**config.mk**
```make
export PLATFORM = sky130hd
export DESIGN_NAME = tcc16_timer
export DESIGN_NICKNAME = d
export VERILOG_FILES = /design/src/verilog/tcc16_pkg.sv /design/src/verilog/tcc16_timer.sv /design/src/verilog/tcc16_filter.sv
export VERILOG_INCLUDE_DIRS = /design/src /design/src/verilog
export SDC_FILE = /design/constraint.sdc
export NUM_CORES = 1
export LEC_CHECK = 0
export ABC_AREA = 1
export BUFFER_PORTS_ARGS = -buffer_cell sky130_fd_sc_hd__buf_2
export CORE_UTILIZATION = 40
export DETAILED_ROUTE_END_ITERATION = 16
export GPL_ROUTABILITY_DRIVEN = 1
export HOLD_SLACK_MARGIN = 0.03
export PLACE_DENSITY = 0.58
export SYNTH_ARGS = -nofsm -noshare
export SYNTH_HDL_FRONTEND = slang
export SYNTH_SLANG_ARGS = --single-unit
export TNS_END_PERCENT = 1
```
**constraint.sdc**
```tcl
create_clock -name pclk -period 5.6 [get_ports pclk]
set_input_delay 0.84 -clock pclk [delete_from_list [all_inputs] [get_ports pclk]]
set_output_delay 0.84 -clock pclk [all_outputs]
set_load 0.005 [all_outputs]
```
**src/verilog/tcc16_defs.svh**
```systemverilog
// Constants for the 16-bit timer counter with input capture.
// Assumes an APB bus of 32-bit words; each register is one aligned word.
`ifndef TCC16_DEFS_SVH
`define TCC16_DEFS_SVH
`define TCC16_OFF_CTRL_A    12'h000
`define TCC16_OFF_CTRL_B    12'h004
`define TCC16_OFF_CNT_LO    12'h008
`define TCC16_OFF_CNT_HI    12'h00c
`define TCC16_OFF_CAP_LO    12'h010
`define TCC16_OFF_CAP_HI    12'h014
`define TCC16_OFF_IRQ_MASK  12'h018
`define TCC16_OFF_IRQ_FLAG  12'h01c
`define TCC16_OFF_CMP_CTRL  12'h020
`define TCC16_OFF_IRQ_ACK   12'h024
`define TCC16_B_EDGE        6
`define TCC16_B_FILTER      7
`define TCC16_B_CAPFLAG     5
`define TCC16_B_OVFFLAG     0
`define TCC16_B_CMPSEL      2
`define TCC16_FILT_SAMPLES  4
`define TCC16_MAX           16'hffff
`define TCC16_RST_BYTE      8'h00
`endif

```
**src/verilog/tcc16_pkg.sv**
```systemverilog
// Types for the 16-bit timer counter with input capture.
// Assumes the constants header is compiled alongside.
package tcc16_pkg;
    typedef logic [15:0] tcc16_word_t;
    typedef logic [7:0]  tcc16_byte_t;
    typedef logic [3:0]  tcc16_mode_t;
endpackage : tcc16_pkg

```
**src/verilog/tcc16_timer.sv**
```systemverilog
// Operation
// RULE1 - High counter byte goes through shared holding byte
// RULE2 - Low count read loads holding byte
// RULE3 - Low count write loads all sixteen bits
// RULE4 - Tick clears, increments or decrements per mode
// RULE5 - Clock select zero stops counter
// RULE6 - Counter accessible with or without ticks
// RULE7 - Software write beats counter update
// RULE8 - Four-bit mode split over two controls
// RULE9 - Overflow flag set at mode-dependent point
// RULE10 - Selected edge copies counter to capture
// RULE11 - Capture flag set with capture copy
// RULE12 - Capture flag interrupt; clear by ack/one
// RULE13 - Capture low read loads holding byte
// RULE14 - Capture writable only in capture-top modes
// RULE15 - Comparator select swaps capture source
// RULE16 - Software clears flag after source change
// RULE17 - Filter changes after four agreeing samples
// RULE18 - Filter enable adds four-clock delay
// RULE19 - Capture disabled in capture-top modes
// RULE20 - Driven pin level can trigger capture
// RULE21 - Software masks interrupts around paired access
// RULE22 - Holding byte reused by later writes
// RULE23 - Write high first, read low first
// RULE24 - Bottom at zero, top at sequence max
// RULE25 - Reset clears counter, capture, holding, flags
// File: 16-bit timer counter with input capture, APB slave.
// Assumes an APB master and a tick-source pin already synchronous to the system.
//
// The register offsets and the APB interface to the registers were chosen for this implementation.
`timescale 1ns/10ps
`default_nettype none
`include "tcc16_defs.svh"
module tcc16_timer
(
    input  wire logic                  pclk,
    input  wire logic                  presetn,
    input  wire logic                  psel,
    input  wire logic                  penable,
    input  wire logic                  pwrite,
    input  wire logic [11:0]           paddr,
    input  wire logic [31:0]           pwdata,
    output logic      [31:0]           prdata,
    output logic                       pready,
    output logic                       pslverr,
    input  wire logic                  capture_pin,
    input  wire logic                  comparator_output,
    input  wire logic                  ext_tick,
    input  wire logic                  capture_irq_ack,
    input  wire logic                  overflow_irq_ack,
    output logic                       capture_irq,
    output logic                       overflow_irq,
    output logic                       at_bottom,
    output logic                       at_top,
    output tcc16_pkg::tcc16_word_t     count_value
);
    import tcc16_pkg::*;

    parameter bit HAS_COMPARATOR = 1'b1;

    tcc16_word_t cnt_r;
    tcc16_word_t cap_r;
    tcc16_byte_t hold_r;
    tcc16_byte_t ctrl_a_r;
    tcc16_byte_t ctrl_b_r;
    tcc16_byte_t mask_r;
    tcc16_byte_t cmp_r;
    logic        capf_r;
    logic        ovff_r;
    logic        down_r;
    logic        lvl_q_r;
    logic        capture_irq_r;
    logic        overflow_irq_r;
    logic        bottom_r;
    logic        top_r;
    logic [31:0] prdata_r;
    logic        pslverr_r;
    logic        tick;
    logic        cap_src;
    logic        cap_lvl;
    logic        cap_ev;
    logic        acc;
    logic        wr;
    logic        rd;
    logic        hit;
    tcc16_mode_t mode;
    tcc16_word_t top_val;
    logic [2:0]  cs;

    assign acc = psel && penable;
    assign wr  = acc && pwrite;
    assign rd  = acc && !pwrite;
    assign mode = {ctrl_b_r[4:3], ctrl_a_r[1:0]}; // RULE8
    assign cs = ctrl_b_r[2:0];

    function automatic logic cap_is_top(input tcc16_mode_t m);
        cap_is_top = (m == 4'h8) || (m == 4'ha) || (m == 4'hc) || (m == 4'he);
    endfunction : cap_is_top

    function automatic logic is_updown(input tcc16_mode_t m);
        is_updown = (m[3:2] == 2'b10) || (m[3:2] == 2'b00 && m[1:0] != 2'b00);
    endfunction : is_updown

    function automatic logic is_wr(input logic [11:0] a, input logic [11:0] off, input logic w);
        is_wr = w && (a == off);
    endfunction : is_wr

    always_comb
    begin
        unique case (mode[1:0])
            2'b01:   top_val = 16'h00ff;
            2'b10:   top_val = 16'h01ff;
            2'b11:   top_val = 16'h03ff;
            default: top_val = `TCC16_MAX;
        endcase
        if (mode[3] || mode == 4'h4)
            top_val = cap_is_top(mode) ? cap_r : `TCC16_MAX;
    end

    // Clock select zero yields no ticks; other codes take the external enable
    assign tick = (cs != 3'h0) && ext_tick; // RULE5

    tcc16_filter u_filter
    (
        .pclk      (pclk),
        .presetn   (presetn),
        .raw_in    (cap_src),
        .filter_on (ctrl_b_r[`TCC16_B_FILTER]),
        .level_out (cap_lvl)
    );

    // The pin is observed as driven, so port writes elsewhere trigger too
    assign cap_src = (HAS_COMPARATOR && cmp_r[`TCC16_B_CMPSEL]) ? comparator_output
                                                                : capture_pin; // RULE15 RULE20

    // Switching source may itself fire an edge; software clears the flag
    assign cap_ev = !cap_is_top(mode)
                    && (cap_lvl != lvl_q_r)
                    && (cap_lvl == ctrl_b_r[`TCC16_B_EDGE]); // RULE10 RULE19 RULE16

    always_ff @(posedge pclk or negedge presetn)
    begin
        if (!presetn)
            lvl_q_r <= 1'b0;
        else
            lvl_q_r <= cap_lvl;
    end

    always_ff @(posedge pclk or negedge presetn)
    begin
        if (!presetn)
            cnt_r <= 16'h0000; // RULE25
        else if (is_wr(paddr, `TCC16_OFF_CNT_LO, wr))
            cnt_r <= {hold_r, pwdata[7:0]}; // RULE3 RULE6 RULE7
        else if (tick)
        begin
            // Turn here at the ends; the direction flop lags one tick
            if (cnt_r == top_val && !is_updown(mode))
                cnt_r <= 16'h0000; // RULE4
            else if (is_updown(mode) && (cnt_r == top_val || (down_r && cnt_r != 16'h0000)))
                cnt_r <= cnt_r - 16'h0001;
            else
                cnt_r <= cnt_r + 16'h0001;
        end
    end

    always_ff @(posedge pclk or negedge presetn)
    begin
        if (!presetn)
            down_r <= 1'b0;
        else if (!is_updown(mode))
            down_r <= 1'b0;
        else if (tick && cnt_r == top_val)
            down_r <= 1'b1;
        else if (tick && cnt_r == 16'h0000)
            down_r <= 1'b0;
    end

    always_ff @(posedge pclk or negedge presetn)
    begin
        if (!presetn)
            hold_r <= `TCC16_RST_BYTE;
        else if (rd && paddr == `TCC16_OFF_CNT_LO)
            hold_r <= cnt_r[15:8]; // RULE2
        else if (rd && paddr == `TCC16_OFF_CAP_LO)
            hold_r <= cap_r[15:8]; // RULE13
        else if (is_wr(paddr, `TCC16_OFF_CNT_HI, wr) || is_wr(paddr, `TCC16_OFF_CAP_HI, wr))
            hold_r <= pwdata[7:0]; // RULE1 RULE22
    end

    always_ff @(posedge pclk or negedge presetn)
    begin
        if (!presetn)
            cap_r <= 16'h0000;
        else if (is_wr(paddr, `TCC16_OFF_CAP_LO, wr) && cap_is_top(mode))
            cap_r <= {hold_r, pwdata[7:0]}; // RULE14
        else if (cap_ev)
            cap_r <= cnt_r; // RULE10
    end

    // Set wins over a same-cycle clear
    always_ff @(posedge pclk or negedge presetn)
    begin
        if (!presetn)
            capf_r <= 1'b0;
        else if (cap_ev)
            capf_r <= 1'b1; // RULE11
        else if (capture_irq_ack
                 || (is_wr(paddr, `TCC16_OFF_IRQ_FLAG, wr) && pwdata[`TCC16_B_CAPFLAG]))
            capf_r <= 1'b0; // RULE12
    end

    always_ff @(posedge pclk or negedge presetn)
    begin
        if (!presetn)
            ovff_r <= 1'b0;
        else if (tick && ((is_updown(mode) && cnt_r == 16'h0000 && down_r)
                          || (!is_updown(mode) && cnt_r == top_val)))
            ovff_r <= 1'b1; // RULE9
        else if (overflow_irq_ack
                 || (is_wr(paddr, `TCC16_OFF_IRQ_FLAG, wr) && pwdata[`TCC16_B_OVFFLAG]))
            ovff_r <= 1'b0;
    end

    always_ff @(posedge pclk or negedge presetn)
    begin
        if (!presetn)
        begin
            ctrl_a_r <= `TCC16_RST_BYTE;
            ctrl_b_r <= `TCC16_RST_BYTE;
            mask_r   <= `TCC16_RST_BYTE;
            cmp_r    <= `TCC16_RST_BYTE;
        end
        else
        begin
            if (is_wr(paddr, `TCC16_OFF_CTRL_A, wr))
                ctrl_a_r <= pwdata[7:0];
            if (is_wr(paddr, `TCC16_OFF_CTRL_B, wr))
                ctrl_b_r <= pwdata[7:0];
            if (is_wr(paddr, `TCC16_OFF_IRQ_MASK, wr))
                mask_r <= pwdata[7:0];
            if (is_wr(paddr, `TCC16_OFF_CMP_CTRL, wr))
                cmp_r <= pwdata[7:0];
        end
    end

    always_comb
    begin
        hit = 1'b1;
        unique case (paddr)
            `TCC16_OFF_CTRL_A, `TCC16_OFF_CTRL_B, `TCC16_OFF_CNT_LO, `TCC16_OFF_CNT_HI,
            `TCC16_OFF_CAP_LO, `TCC16_OFF_CAP_HI, `TCC16_OFF_IRQ_MASK,
            `TCC16_OFF_IRQ_FLAG, `TCC16_OFF_CMP_CTRL: hit = 1'b1;
            default: hit = 1'b0;
        endcase
    end

    always_ff @(posedge pclk or negedge presetn)
    begin
        if (!presetn)
            prdata_r <= 32'h00000000;
        else if (psel && !penable && !pwrite)
        begin
            unique case (paddr)
                `TCC16_OFF_CTRL_A:   prdata_r <= {24'h000000, ctrl_a_r};
                `TCC16_OFF_CTRL_B:   prdata_r <= {24'h000000, ctrl_b_r};
                `TCC16_OFF_CNT_LO:   prdata_r <= {24'h000000, cnt_r[7:0]};
                `TCC16_OFF_CAP_LO:   prdata_r <= {24'h000000, cap_r[7:0]};
                `TCC16_OFF_CNT_HI,
                `TCC16_OFF_CAP_HI:   prdata_r <= {24'h000000, hold_r}; // RULE1
                `TCC16_OFF_IRQ_MASK: prdata_r <= {24'h000000, mask_r};
                `TCC16_OFF_IRQ_FLAG: prdata_r <= {26'h0000000, capf_r, 4'h0, ovff_r};
                `TCC16_OFF_CMP_CTRL: prdata_r <= {24'h000000, cmp_r};
                default:             prdata_r <= 32'h00000000;
            endcase
        end
    end

    // Registered so the error stands for exactly the access cycle
    always_ff @(posedge pclk or negedge presetn)
    begin
        if (!presetn)
            pslverr_r <= 1'b0;
        else
            pslverr_r <= psel && !penable && !hit;
    end

    always_ff @(posedge pclk or negedge presetn)
    begin
        if (!presetn)
        begin
            capture_irq_r  <= 1'b0;
            overflow_irq_r <= 1'b0;
            bottom_r       <= 1'b0;
            top_r          <= 1'b0;
        end
        else
        begin
            capture_irq_r  <= capf_r && mask_r[`TCC16_B_CAPFLAG]; // RULE12
            overflow_irq_r <= ovff_r && mask_r[`TCC16_B_OVFFLAG]; // RULE9
            bottom_r       <= (cnt_r == 16'h0000); // RULE24
            top_r          <= (cnt_r == top_val); // RULE24
        end
    end

    assign prdata      = prdata_r;
    assign pready      = 1'b1;
    assign pslverr     = pslverr_r;
    assign capture_irq = capture_irq_r;
    assign overflow_irq = overflow_irq_r;
    assign at_bottom   = bottom_r;
    assign at_top      = top_r;
    assign count_value = cnt_r;

    chk_cap_copy: assert property (@(posedge pclk) disable iff (!presetn) // RULE10
        cap_ev && !(wr && paddr == `TCC16_OFF_CAP_LO) |=> (cap_r == $past(cnt_r)) && capf_r)
        else $error("capture did not copy counter with flag");
    chk_cap_flag: assert property (@(posedge pclk) disable iff (!presetn) // RULE11
        $rose(capf_r) |-> $past(cap_ev))
        else $error("capture flag rose without event");
    chk_cnt_write: assert property (@(posedge pclk) disable iff (!presetn) // RULE3
        wr && paddr == `TCC16_OFF_CNT_LO |=> cnt_r == {$past(hold_r), $past(pwdata[7:0])})
        else $error("low count write lost");
    chk_hold_load: assert property (@(posedge pclk) disable iff (!presetn) // RULE2
        rd && paddr == `TCC16_OFF_CNT_LO |=> hold_r == $past(cnt_r[15:8]))
        else $error("holding byte not loaded on low read");
    chk_stop_hold: assert property (@(posedge pclk) disable iff (!presetn) // RULE5
        cs == 3'h0 && !wr |=> $stable(cnt_r))
        else $error("counter moved while stopped");
    chk_no_capture: assert property (@(posedge pclk) disable iff (!presetn) // RULE19
        cap_is_top(mode) && !(wr && paddr == `TCC16_OFF_CAP_LO)
        |=> $stable(cap_r) && !$rose(capf_r))
        else $error("capture fired in capture-top mode");
    chk_cap_guard: assert property (@(posedge pclk) disable iff (!presetn) // RULE14
        wr && paddr == `TCC16_OFF_CAP_LO && !cap_is_top(mode) && !cap_ev |=> $stable(cap_r))
        else $error("capture written outside capture-top mode");
    chk_count_step: assert property (@(posedge pclk) disable iff (!presetn) // RULE4
        tick && !wr && !down_r && cnt_r != top_val |=> cnt_r == $past(cnt_r) + 16'h0001)
        else $error("counter did not step");
    chk_turn_top: assert property (@(posedge pclk) disable iff (!presetn) // RULE4
        tick && !wr && is_updown(mode) && cnt_r == top_val |=> cnt_r == $past(cnt_r) - 16'h0001)
        else $error("up/down count did not turn at top");
endmodule : tcc16_timer
`default_nettype wire

```
**src/verilog/tcc16_filter.sv**
```systemverilog
// Capture input conditioning: three-stage sync, optional four-sample filter.
// Assumes the input is asynchronous to pclk.
`timescale 1ns/10ps
`default_nettype none
`include "tcc16_defs.svh"
module tcc16_filter
(
    input  wire logic pclk,
    input  wire logic presetn,
    input  wire logic raw_in,
    input  wire logic filter_on,
    output logic      level_out
);
    logic       s1_r;
    logic       s2_r;
    logic       s3_r;
    logic       lvl_r;
    logic [3:0] hist_r;

    always_ff @(posedge pclk or negedge presetn)
    begin
        if (!presetn)
        begin
            s1_r <= 1'b0;
            s2_r <= 1'b0;
            s3_r <= 1'b0;
        end
        else
        begin
            s1_r <= raw_in;
            s2_r <= s1_r;
            s3_r <= s2_r;
        end
    end

    // A change counts only once stages two and three agree
    always_ff @(posedge pclk or negedge presetn)
    begin
        if (!presetn)
            hist_r <= 4'h0;
        else if (s2_r == s3_r)
            hist_r <= {hist_r[2:0], s3_r};
    end

    always_ff @(posedge pclk or negedge presetn)
    begin
        if (!presetn)
            lvl_r <= 1'b0;
        else if (!filter_on)
        begin
            if (s2_r == s3_r)
                lvl_r <= s3_r;
        end
        else if (hist_r == 4'hf || hist_r == 4'h0) // RULE17 RULE18
            lvl_r <= hist_r[3];
    end

    assign level_out = lvl_r;

    chk_filter_agree: assert property (@(posedge pclk) disable iff (!presetn) // RULE17
        (filter_on && $past(filter_on) && lvl_r != $past(lvl_r))
        |-> ($past(hist_r) == 4'hf || $past(hist_r) == 4'h0))
        else $error("filter output changed without four agreeing samples");
endmodule : tcc16_filter
`default_nettype wire

```
==> results.toml <==
[synthesis]
synth_top_area_share_pct = 38.5
ys_seq_area_share_pct = 38.5
synth_most_common_cell = "nand2_1"
synth.largest_area_cell = "dfrtp_1"
yosys-top-cells-count = "nand2_1, dfrtp_1, inv_1, nand3_1, o21ai_0"
synth_cells = 802
yosys-top-cells-area = "dfrtp_1, nand2_1, inv_1, nand3_1, ha_1"
ys_ff_latch = 97
ys.flop_type = "dfrtp_1"
postSynthAreaPerCell_um2 = 7.86
async_flop_share_pct = 100
synth-edff-count = 0
yosys_warnings = 0
synth_area_mm2 = 0.00631
yosysUniqueCellTypes = 50

[run]
maxCapViolCount = 0

[timing]
finalMaxSlewViolations = 0
finalHoldViolations = 0
setup-tns-final_ns = 0
fin_crit_ns = 4.10
relSlewSlack_pct = 25.2
whs_ns = 0.360
max_clock_freq_mhz = 244
worst_pin_slew_ns = 1.11
setup_viol = 0
fin_crit_sh_pct = 73.3
skew_ns = 0.00621
rsz0062_at_grt = "no"

[detailed_routing]
dr.pass1.iters = 6
ant_nets = 0
route.detailed.drc = 0
post_drt_wl_per_cell_um = 16.7
via_per_inst = 5.30
vias = 5621
drt_first_iter_violations = 453
wl_um = 17700

[clock_network]
worstSkewPairLatency_ns = 0.36
cts_root_buf = "clkbuf_16"
htree_levels = 3
cts.sinks = 97
clock_path_buffers = 2
clkTransAtPathRegs_ns = 0.06
cts_buffers = 9
ctsHoldBuffers = 0
post_cts_buffers = 0
ctsResizeCount = 0
cts_tree = "built"

[min_path]
hp-class = "flop to flop"
hold_depth = 0

[worst_setup_path]
slowest_delay_ns = 0.51
crit_buf_inv = 3
ff2ff_path_depth = 24
crit_fanout = 31
path_depth = 24
crit_chain = "inv_1, ha_1, inv_2, nand2_4, nand3_1, nand3_1, nand2_1, nor2_1, nand2_1, nor2_2, nand3_1, nand2_1, ha_1, nand2_1, nand2_1, o21bai_2, nand3_1, o2111ai_1, nand2_1, nand2_1, inv_1, nand3_1, nand3_1, nand2_1"
critPathCaptureType = "flop"
crit_family = "simple AND/OR/NAND/NOR gates"
start_kind = "flop"
crit_arrival_ns = 4.35
cp_common_cell = "nand2_1"
crit_type = "flop to flop"
worstPathRequired_ns = 5.85
slowest_stage = "nand2_1"

[layout]
multi_input_area_mm2 = 0.00325
ff_latch_area_mm2 = 0.00243
final_util_pct = 45.1
finalInstanceArea_mm2 = 0.00691
area_growth_pct = 9.54
drive_gt1_share_pct = 14.8
fillers = 1595
final_nets = 919
antennaDiodeCount = 0

[global_route]
met2_usage_pct = 36.0
grt_overflow = 0
grt_pass1_vias = 5160
grt_pass1_wl_um = 27900
grt-busiest-layer = "met2"
met3_usage_pct = 4.31
antenna_found_initial = 0
grtUsageMet1_pct = 31.1
grt_max_degree = 55
grt.total_usage_pct = 22.6

[place]
placed_area_mm2 = 0.00662
portBuffers = 58
dp_hpwl_um = 12800
globalplace.congestion = 0.884

[die]
initial_core_util_pct = 41.2
die_h_um = 128
num_rows = 45
die_w_um = 128
io-pin-count = 108
fp.coreArea_mm2 = 0.0153
die-area_mm2 = 0.0163

[power]
ir_worst_vdd_v = 0.000143
p_leak_nw = 3.46
power_density_mw_per_mm2 = 249
p_total_mw = 1.72

[status]
outcome = "complete, no violations"
## registers in the layout, indices dropped and copies added (netlist names)
| register | cells |
|---|---|
| at_top | 1 |
| u_filter.s1_r | 1 |
| capture_irq | 1 |
| count_value | 16 |
| u_filter.s3_r | 1 |
| at_bottom | 1 |
| lvl_q_r | 1 |
| cap_r | 16 |
| u_filter.s2_r | 1 |
| cmp_r | 8 |
| prdata | 8 |
| hold_r | 8 |
| down_r | 1 |
| overflow_irq | 1 |
| mask_r | 8 |
| u_filter.level_out | 1 |
| ctrl_a_r | 8 |
| pslverr | 1 |
| capf_r | 1 |
| ctrl_b_r | 8 |
| ovff_r | 1 |
| u_filter.hist_r | 4 |
## area by class of cell
| class | instances | share of cell area, % |
|---|---|---|
| Tap cell | 211 | 3.82 |
| Clock buffer | 14 | 4.11 |
| Timing Repair Buffer | 60 | 4.46 |
| Multi-Input combinational cell | 581 | 47.0 |
| Clock inverter | 1 | 0.127 |
| Sequential cell | 97 | 35.1 |
| Inverter | 97 | 5.31 |
## cells in the final DEF, fill, tap and decap left out, types with 7 or more instances in the layout
master     instances
a21oi_1           16
a22oi_1            8
buf_2             57
clkbuf_16          9
conb_1            25
dfrtp_1           97
ha_1              18
inv_1             93
mux2_2             7
nand2_1          191
nand3_1           65
nand4_1           21
nor2_1            41
nor3_1             8
o211ai_1           9
o21ai_0           43
o21ai_1           10
o21bai_2          11
o221ai_1          24
o22ai_1           26
## report_power, final
| part | total, mW | internal, mW | switching [mW] |
|---|---|---|---|
| registers | 0.780 | 0.750 | 0.0298 |
| logic | 0.324 | 0.114 | 0.210 |
| clock network | 0.616 | 0.348 | 0.267 |
## worst paths after layout
path | from | endpoint | slack [ns]
max | ctrl_a_r[0]$_DFFE_PN0P_ | count_value[15]$_DFFE_PN0P_ | 1.50
min | u_filter.s1_r$_DFF_PN0_ | u_filter.s2_r$_DFF_PN0_ | 0.36
max reg2reg | ctrl_a_r[0]$_DFFE_PN0P_ | count_value[15]$_DFFE_PN0P_ | 1.50
min reg2reg | u_filter.s1_r$_DFF_PN0_ | u_filter.s2_r$_DFF_PN0_ | 0.36
max in group asynchronous | presetn | mask_r[3]$_DFFE_PN0P_ | 4.02
min in group asynchronous | presetn | u_filter.hist_r[2]$_DFFE_PN0P_ | 0.47
## metal layers
layer	vias up	wire [µm]
met5	-	0
met4	0	397
met3	30	951
met2	188	7900
met1	2622	8450
li1	2781	-
## metrics by stage
step,cells,setup slack (ns)
CTS,1061,1.48
detailed placement,1046,1.50
floorplan,825,2.38
finish,1061,1.50
global route,1061,1.05
global placement,1046,1.53
## logic make-up (layout without fill, tap and decap cells)
| kind of cell | count (synthesis) | count (layout) | synth area share [%] |
|---|---|---|---|
| adders and majority gates | 19 | 19 | 3.89 |
| xor gates and xnor gates | 9 | 9 | 1.25 |
| muxes | 7 | 7 | 1.25 |
| other | 2 | 25 | 0.119 |
| and+or+nand+nor | 357 | 357 | 26.1 |
| DFF | 97 | 97 | 38.5 |
| AOI/OAI and AO/OA | 164 | 164 | 17.5 |
| buffers and inverters | 147 | 172 | 11.3 |
## worst register-to-register path, cell delays in order (launching register included)
cell	delay, ns
dfrtp_1	0.40
inv_1	0.13
ha_1	0.24
inv_2	0.06
nand2_4	0.29
nand3_1	0.16
nand3_1	0.13
nand2_1	0.06
nor2_1	0.10
nand2_1	0.07
nor2_2	0.12
nand3_1	0.14
nand2_1	0.51
ha_1	0.41
nand2_1	0.08
nand2_1	0.04
o21bai_2	0.21
nand3_1	0.09
o2111ai_1	0.24
nand2_1	0.13
nand2_1	0.09
inv_1	0.06
nand3_1	0.07
nand3_1	0.09
nand2_1	0.05
No activity file was read; power rests on OpenSTA's default activity.
